`config.mk`:
```
export PLATFORM = sky130hd
export DESIGN_NAME = atep_trigger_prescaler
export DESIGN_NICKNAME = d
export VERILOG_FILES = /design/src/design/atep_channel.v /design/src/design/atep_trigger_prescaler.v
export VERILOG_INCLUDE_DIRS = /design/src /design/src/design
export SDC_FILE = /design/constraint.sdc
export NUM_CORES = 1
export LEC_CHECK = 0
export ABC_AREA = 0
export BUFFER_PORTS_ARGS = -buffer_cell sky130_fd_sc_hd__buf_2
export CAP_MARGIN = 30
export CORE_UTILIZATION = 49
export CTS_BUF_LIST = sky130_fd_sc_hd__clkbuf_16
export CTS_CLUSTER_SIZE = 10
export DETAILED_ROUTE_END_ITERATION = 10
export PLACE_DENSITY = 0.92
export SETUP_SLACK_MARGIN = 0.3
export SLEW_MARGIN = 40
export SYNTH_ARGS = -nofsm -noshare
export SYNTH_HDL_FRONTEND = slang
export SYNTH_SLANG_ARGS = --single-unit
```
`constraint.sdc`:
```
create_clock -name sys_clk -period 3.5 [get_ports sys_clk]
set_input_delay 0.7 -clock sys_clk [delete_from_list [all_inputs] [get_ports sys_clk]]
set_output_delay 0.7 -clock sys_clk [all_outputs]
set_load 0.02 [all_outputs]
```
`src/design/atep_defines.vh`:
```
`ifndef ATEP_DEFINES_VH
`define ATEP_DEFINES_VH

// Register byte offsets on the Avalon-MM slave.
`define ATEP_OFS_SELECT    4'h0
`define ATEP_OFS_PRESCALE  4'h4
`define ATEP_OFS_FLAG      4'h8
`define ATEP_OFS_CLEAR     4'hc

// Select register fields.
`define ATEP_SEL_B_EN      15
`define ATEP_SEL_B_SRC_HI  14
`define ATEP_SEL_B_SRC_LO  12
`define ATEP_SEL_A_EN      11
`define ATEP_SEL_A_SRC_HI  10
`define ATEP_SEL_A_SRC_LO  8

// Prescale register fields.
`define ATEP_PS_B_CNT_HI   15
`define ATEP_PS_B_CNT_LO   14
`define ATEP_PS_B_PRD_HI   13
`define ATEP_PS_B_PRD_LO   12
`define ATEP_PS_A_CNT_HI   11
`define ATEP_PS_A_CNT_LO   10
`define ATEP_PS_A_PRD_HI   9
`define ATEP_PS_A_PRD_LO   8

// Flag and clear register bits.
`define ATEP_FLG_A         2
`define ATEP_FLG_B         3

// Source selection codes.
`define ATEP_SRC_ZERO      3'h1
`define ATEP_SRC_PERIOD    3'h2
`define ATEP_SRC_CA_UP     3'h4
`define ATEP_SRC_CA_DN     3'h5
`define ATEP_SRC_CB_UP     3'h6
`define ATEP_SRC_CB_DN     3'h7

// Reset values.
`define ATEP_RST_SELECT    16'h0000
`define ATEP_RST_PRESCALE  16'h0000

`endif

```
`src/design/atep_channel.v`:
```
`include "atep_defines.vh"

module atep_channel #(
  parameter CW = 2
) (
  input  wire          sys_clk,
  input  wire          sys_rst,
  input  wire          enable,
  input  wire [2:0]    sourceSelect,
  input  wire [CW-1:0] eventPeriod,
  input  wire          evZero,
  input  wire          evPeriod,
  input  wire          evCmpAUp,
  input  wire          evCmpADn,
  input  wire          evCmpBUp,
  input  wire          evCmpBDn,
  output wire [CW-1:0] eventCount,
  output reg           triggerPulse
);

  reg  [CW-1:0] count_r;
  reg  [CW-1:0] count_nxt;
  reg           hit;
  reg           fire;

  assign eventCount = count_r;

  // ---------------------------------------------------------------
  // Event selection
  // ---------------------------------------------------------------
  always @* begin
    case (sourceSelect)
      `ATEP_SRC_ZERO:   hit = evZero;
      `ATEP_SRC_PERIOD: hit = evPeriod;
      `ATEP_SRC_CA_UP:  hit = evCmpAUp;
      `ATEP_SRC_CA_DN:  hit = evCmpADn;
      `ATEP_SRC_CB_UP:  hit = evCmpBUp;
      `ATEP_SRC_CB_DN:  hit = evCmpBDn;
      default:          hit = 1'b0;
    endcase
  end

  // ---------------------------------------------------------------
  // Counter and pulse
  // ---------------------------------------------------------------
  // The pending status flag is not an input here on purpose: a set flag
  // never holds back a pulse. With the pulse disabled the counter parks at
  // the period so events are not lost beyond it.
  always @* begin
    count_nxt = count_r;
    fire      = 1'b0;
    // The sum carries one extra bit, so a full count cannot wrap past a
    // period that software has lowered below it.
    if (eventPeriod == {CW{1'b0}}) begin
      count_nxt = {CW{1'b0}};
    end else if (hit) begin
      if ({1'b0, count_r} + {{CW{1'b0}}, 1'b1} >= {1'b0, eventPeriod}) begin
        if (enable) begin
          fire      = 1'b1;
          count_nxt = {CW{1'b0}};
        end else begin
          count_nxt = eventPeriod;
        end
      end else begin
        count_nxt = count_r + 1'b1;
      end
    end
  end

  always @(posedge sys_clk) begin
    if (sys_rst) begin
      count_r      <= {CW{1'b0}};
      triggerPulse <= 1'b0;
    end else begin
      count_r      <= count_nxt;
      triggerPulse <= fire;
    end
  end

endmodule

```
`src/design/atep_trigger_prescaler.v`:
```
// How it works
// Channel B counts its selected events, two bits.
// B count at bits 15-14, read-only, reset zero.
// B period field at bits 13-12, read/write.
// B period zero disables counter and pulse.
// B pulse when count reaches period value.
// B pulse only while B enable set.
// Pending B flag never blocks B pulse.
// B count cleared whenever B pulse fires.
// Channel A counts its selected events, two bits.
// A count at bits 11-10, read-only, reset zero.
// A period at bits 9-8, zero disables.
// A pulse needs enable, ignores pending flag.
// A count cleared whenever A pulse fires.
// Three-bit source code picks counted event.
// Each trigger is one-cycle pulse, next cycle.
// Prescale bits 7-0 read zero, ignore writes.
//
// The Avalon-MM interface to the registers and the register addresses are this design's own decisions.
`include "atep_defines.vh"

module atep_trigger_prescaler #(
  parameter CW = 2
) (
  input  wire        sys_clk,
  input  wire        sys_rst,
  input  wire [3:0]  avs_address,
  input  wire        avs_read,
  input  wire        avs_write,
  input  wire [31:0] avs_writedata,
  input  wire [3:0]  avs_byteenable,
  output reg  [31:0] avs_readdata,
  output wire        avs_waitrequest,
  output reg  [1:0]  avs_response,
  input  wire        evZero,
  input  wire        evPeriod,
  input  wire        evCmpAUp,
  input  wire        evCmpADn,
  input  wire        evCmpBUp,
  input  wire        evCmpBDn,
  output wire        conv_a_trigger_pulse,
  output wire        conv_b_trigger_pulse
);

  // ---------------------------------------------------------------
  // Registers
  // ---------------------------------------------------------------
  reg  [15:0]   select_r;
  reg  [1:0]    convAPeriod_r;
  reg  [1:0]    convBPeriod_r;
  reg           flagA_r;
  reg           flagB_r;
  reg           ack_r;
  wire [CW-1:0] convACount;
  wire [CW-1:0] convBCount;
  wire [15:0]   prescaleView;
  wire          acc;
  wire          wrSel;
  wire          wrPs;
  wire          wrClr;
  reg  [31:0]   rdMux;
  reg           mapped;

  wire       conv_a_trigger_enable = select_r[`ATEP_SEL_A_EN];
  wire       conv_b_trigger_enable = select_r[`ATEP_SEL_B_EN];
  wire [2:0] conv_a_source_select  = select_r[`ATEP_SEL_A_SRC_HI:`ATEP_SEL_A_SRC_LO];
  wire [2:0] conv_b_source_select  = select_r[`ATEP_SEL_B_SRC_HI:`ATEP_SEL_B_SRC_LO];

  // Count fields sit above the period fields; low byte is always zero.
  assign prescaleView = {convBCount, convBPeriod_r, convACount, convAPeriod_r,
                         8'h00};

  // ---------------------------------------------------------------
  // Avalon-MM slave
  // ---------------------------------------------------------------
  // One wait cycle per access: the answer is registered, so read data come
  // from flip-flops and every access completes in exactly two cycles.
  assign acc             = (avs_read | avs_write) & ~ack_r;
  assign avs_waitrequest = (avs_read | avs_write) & ~ack_r;
  assign wrSel = avs_write & ack_r & (avs_address == `ATEP_OFS_SELECT);
  assign wrPs  = avs_write & ack_r & (avs_address == `ATEP_OFS_PRESCALE);
  assign wrClr = avs_write & ack_r & (avs_address == `ATEP_OFS_CLEAR);

  always @* begin
    rdMux  = 32'h0000_0000;
    mapped = 1'b1;
    case (avs_address)
      `ATEP_OFS_SELECT:   rdMux = {16'h0000, select_r[15:8], 8'h00};
      `ATEP_OFS_PRESCALE: rdMux = {16'h0000, prescaleView};
      `ATEP_OFS_FLAG:     rdMux = {28'h0000000, flagB_r, flagA_r, 2'b00};
      `ATEP_OFS_CLEAR:    rdMux = 32'h0000_0000;
      default:            mapped = 1'b0;
    endcase
  end

  always @(posedge sys_clk) begin
    if (sys_rst) begin
      ack_r        <= 1'b0;
      avs_readdata <= 32'h0000_0000;
      avs_response <= 2'b00;
    end else begin
      ack_r <= acc;
      if (acc) begin
        avs_readdata <= avs_read ? rdMux : 32'h0000_0000;
        avs_response <= mapped ? 2'b00 : 2'b11;
      end
    end
  end

  always @(posedge sys_clk) begin
    if (sys_rst) begin
      select_r      <= `ATEP_RST_SELECT;
      convAPeriod_r <= 2'b00;
      convBPeriod_r <= 2'b00;
    end else begin
      if (wrSel && avs_byteenable[1]) begin
        select_r[15:8] <= avs_writedata[15:8];
      end
      if (wrPs && avs_byteenable[1]) begin
        convBPeriod_r <= avs_writedata[`ATEP_PS_B_PRD_HI:`ATEP_PS_B_PRD_LO];
        convAPeriod_r <= avs_writedata[`ATEP_PS_A_PRD_HI:`ATEP_PS_A_PRD_LO];
      end
    end
  end

  // ---------------------------------------------------------------
  // Status flags
  // ---------------------------------------------------------------
  // A pulse in the same cycle as a software clear keeps the flag set.
  always @(posedge sys_clk) begin
    if (sys_rst) begin
      flagA_r <= 1'b0;
      flagB_r <= 1'b0;
    end else begin
      flagA_r <= conv_a_trigger_pulse |
                 (flagA_r & ~(wrClr & avs_byteenable[0] & avs_writedata[`ATEP_FLG_A]));
      flagB_r <= conv_b_trigger_pulse |
                 (flagB_r & ~(wrClr & avs_byteenable[0] & avs_writedata[`ATEP_FLG_B]));
    end
  end

  // ---------------------------------------------------------------
  // Channels
  // ---------------------------------------------------------------

  atep_channel #(
    .CW (CW)
  ) uChanA (
    .sys_clk      (sys_clk),
    .sys_rst      (sys_rst),
    .enable       (conv_a_trigger_enable),
    .sourceSelect (conv_a_source_select),
    .eventPeriod  (convAPeriod_r[CW-1:0]),
    .evZero       (evZero),
    .evPeriod     (evPeriod),
    .evCmpAUp     (evCmpAUp),
    .evCmpADn     (evCmpADn),
    .evCmpBUp     (evCmpBUp),
    .evCmpBDn     (evCmpBDn),
    .eventCount   (convACount),
    .triggerPulse (conv_a_trigger_pulse)
  );


  atep_channel #(
    .CW (CW)
  ) uChanB (
    .sys_clk      (sys_clk),
    .sys_rst      (sys_rst),
    .enable       (conv_b_trigger_enable),
    .sourceSelect (conv_b_source_select),
    .eventPeriod  (convBPeriod_r[CW-1:0]),
    .evZero       (evZero),
    .evPeriod     (evPeriod),
    .evCmpAUp     (evCmpAUp),
    .evCmpADn     (evCmpADn),
    .evCmpBUp     (evCmpBUp),
    .evCmpBDn     (evCmpBDn),
    .eventCount   (convBCount),
    .triggerPulse (conv_b_trigger_pulse)
  );

endmodule

```
==> impl_metrics.toml <==
[sta]
finalHoldViolations = 0
fin_skew_ns = 0.00328
tightest_slew_ns = 0.585
rsz0062_at_grt = "no"
whs_ns = 0.470
setup_tns_ns = 0
setup_slack_ns = 1.26
slew_headroom = 0.608
setup_viol = 0
max_freq_ghz = 0.447
period_minus_slack_ns = 2.24
fin_crit_sh = 0.639
finalMaxSlewViolations = 0

[yosys]
synth_area_per_cell_um2 = 9.45
ys_types = 41
synth_edf_count = 0
ys.flop_type = "dfxtp_1"
synth_area_leaders = "dfxtp_1 36%, buf_4 11%, mux2i_1 8.5%, nor2_1 6.8%, a22oi_1 4.2%"
synthCells = 187
yosysSeqAreaShare = 0.362
synth_seq_cells = 32
synth_top_area_frac = 0.362
netlist_area_mm2 = 0.00177
synthArstFlopShare = 0
yosys_warnings = 0
synth.largest_area_cell = "dfxtp_1"

[drt]
drc = 0
wl_met3_um = 278
wl_met2_um = 1800
routed_via_density = 5.36
vias = 1459
dr.pass1.iters = 4
wl_um = 3660
wl_met1_um = 1520
drt-initial-drc-count = 60
drtAntennaViolNets = 0
wl_per_cell_um = 13.5
top_layer = "met4"

[floorplanning]
die_h_um = 62.1
start_util = 0.522
ioPinCount = 87
num_rows = 21
dieArea_mm2 = 0.00385
core-area_mm2 = 0.00339
die_w_um = 62.1

[clocking]
postCtsSetupRepairBufs = 0
clock_latency_ns = 0.28
cts_resized = 0
clk_path_buf_depth = 2
cts_htree_levels = 2
cts-hold-fix-buffers = 0
cts_sinks = 32
cts_buffers = 5
root_buffer = "clkbuf_16"
cts_tree = "built"
path_clk_slew_ns = 0.05

[pwr]
seqPwrFrac = 0.439
p_sw_mw = 0.199
switching_share = 0.236
intPower_mw = 0.644
power_mw = 0.843
powerDensity_mw_per_mm2 = 414
p_leak_nw = 0.904
ir_drop_v = 0.000348
clock_power_share = 0.473
pwr-share-comb = 0.088

[global_routing]
grt_max_degree = 29
antenna_found_initial = 0
grt_first_pass_wirelength_um = 5990
grt_pass1_vias = 1367
grt_overflow = 0
grt_usage = 0.222

[setup_path]
cp_slowest_stage_delay_ns = 0.63
worstPathArrival_ns = 2.38
cp_max_fo = 9
end_kind = "flop"
path_cells = "buf_2 -> nor4_4 -> and4_1 -> mux2i_1 -> nor2_1"
worst-endpoint-required_ns = 3.64
crit_slowest_cell = "and4_1"
setup.worst_path.start_class = "input pin"
path_class = "input pin to flop"

[placed_design]
numPortBuffers = 40
hpwl_um = 2630
dp.cells = 264
place_ws_ns = 1.02
routabilityCongestion = 0.826
placed_area_mm2 = 0.00190

[min_path]
hold_path.class = "flop to flop"

[final_layout]
area_growth_pct = 15.2
diodes = 0
fin_area_mm2 = 0.00204
drive_gt1_frac = 0.230
fin_cells = 272
post-route-util = 0.601
final_nets = 281

[status]
status = "complete, no violations"

[job]
drv_cap = 0
==> power groups by stage <==
stage                     clock network (mW)  registers (mW)  logic (mW)
after global placement                     0           0.377      0.0725
after floorplan                            0           0.378      0.0644
after detailed placement                   0           0.377      0.0736
after CTS                              0.405           0.370      0.0739
after global routing                   0.426           0.370      0.0826
final                                  0.399           0.370      0.0740
==> worst max-delay path: cells and delay by family <==
kind | cells | cell delay [ns]
multiplexers | 1 | 0.28
AND/OR/NAND/NOR | 3 | 1.26
buffers and inverters | 1 | 0.14
==> area by class of cell <==
cell class                      count  area, um2
Clock inverter                      3       11.3
Fill cell                         299       1350
Inverter                            7       26.3
Multi-Input combinational cell    138        968
Timing Repair Buffer               41        208
Tap cell                           46       57.6
Clock buffer                        5        125
Sequential cell                    32        641
==> Yosys cell counts, drive strengths merged (2+ instances only) <==
master  count
dfxtp      32
nor2       32
buf        26
mux2i      15
a22oi      10
a22o        8
inv         7
clkbuf      5
ha          4
nand2       4
a21oi       3
and4        3
nor2b       3
a211oi      2
and3        2
fa          2
mux2        2
mux4        2
nand3       2
nand4       2
o21bai      2
or2         2
==> kinds of logic after synthesis <==
group / Yosys count / synth area share
DFF: 32 / 0.362
other: 1 / 0.00212
and+or+nand+nor: 59 / 0.188
muxes: 19 / 0.123
adders and majority gates: 6 / 0.0510
AOI/OAI and AO/OA: 32 / 0.139
buffers and inverters: 38 / 0.134
==> placed cells by master, fill, tap and decap left out, types with 3 or more instances in the layout <==
cell type  count
a21oi_1        3
a22o_1         8
a22oi_1       10
and4_1         3
buf_2         40
clkbuf_16      5
conb_1        22
dfxtp_1       32
ha_1           4
inv_1          9
mux2i_1       15
nand2_1        4
nor2_1        32
nor2b_1        3
==> registers in the layout, indices dropped and copies added, names as in the netlist <==
signal and cells:
avs_response 1, uChanB.eventCount 2, select_r 8, uChanA.eventCount 2
avs_readdata 10, uChanA.triggerPulse 1, convAPeriod_r 2, flagA_r 1
convBPeriod_r 2, ack_r 1, uChanB.triggerPulse 1, flagB_r 1
==> per-layer routing <==
| layer | vias to the layer above | global-route usage |
|---|---|---|
| met2 | 68 | 0.378 |
| met5 | - | 0 |
| met3 | 10 | 0.0725 |
| met1 | 690 | 0.246 |
| li1 | 691 | - |
| met4 | 0 | 0.117 |
==> path summary, 6_finish.rpt <==
| kind | to | cells past startpoint | startpoint | slack [ns] |
|---|---|---|---|---|
| worst min-delay path | flagB_r | 2 | uChanB.triggerPulse | 0.47 |
| worst min register to register | flagB_r | 2 | uChanB.triggerPulse | 0.47 |
| worst max-delay path | select_r[8] | 5 | avs_address[1] | 1.26 |
| worst max register to register | uChanA.eventCount[1] | 5 | uChanA.eventCount[0] | 1.42 |
(Power assumes the default switching activity.)
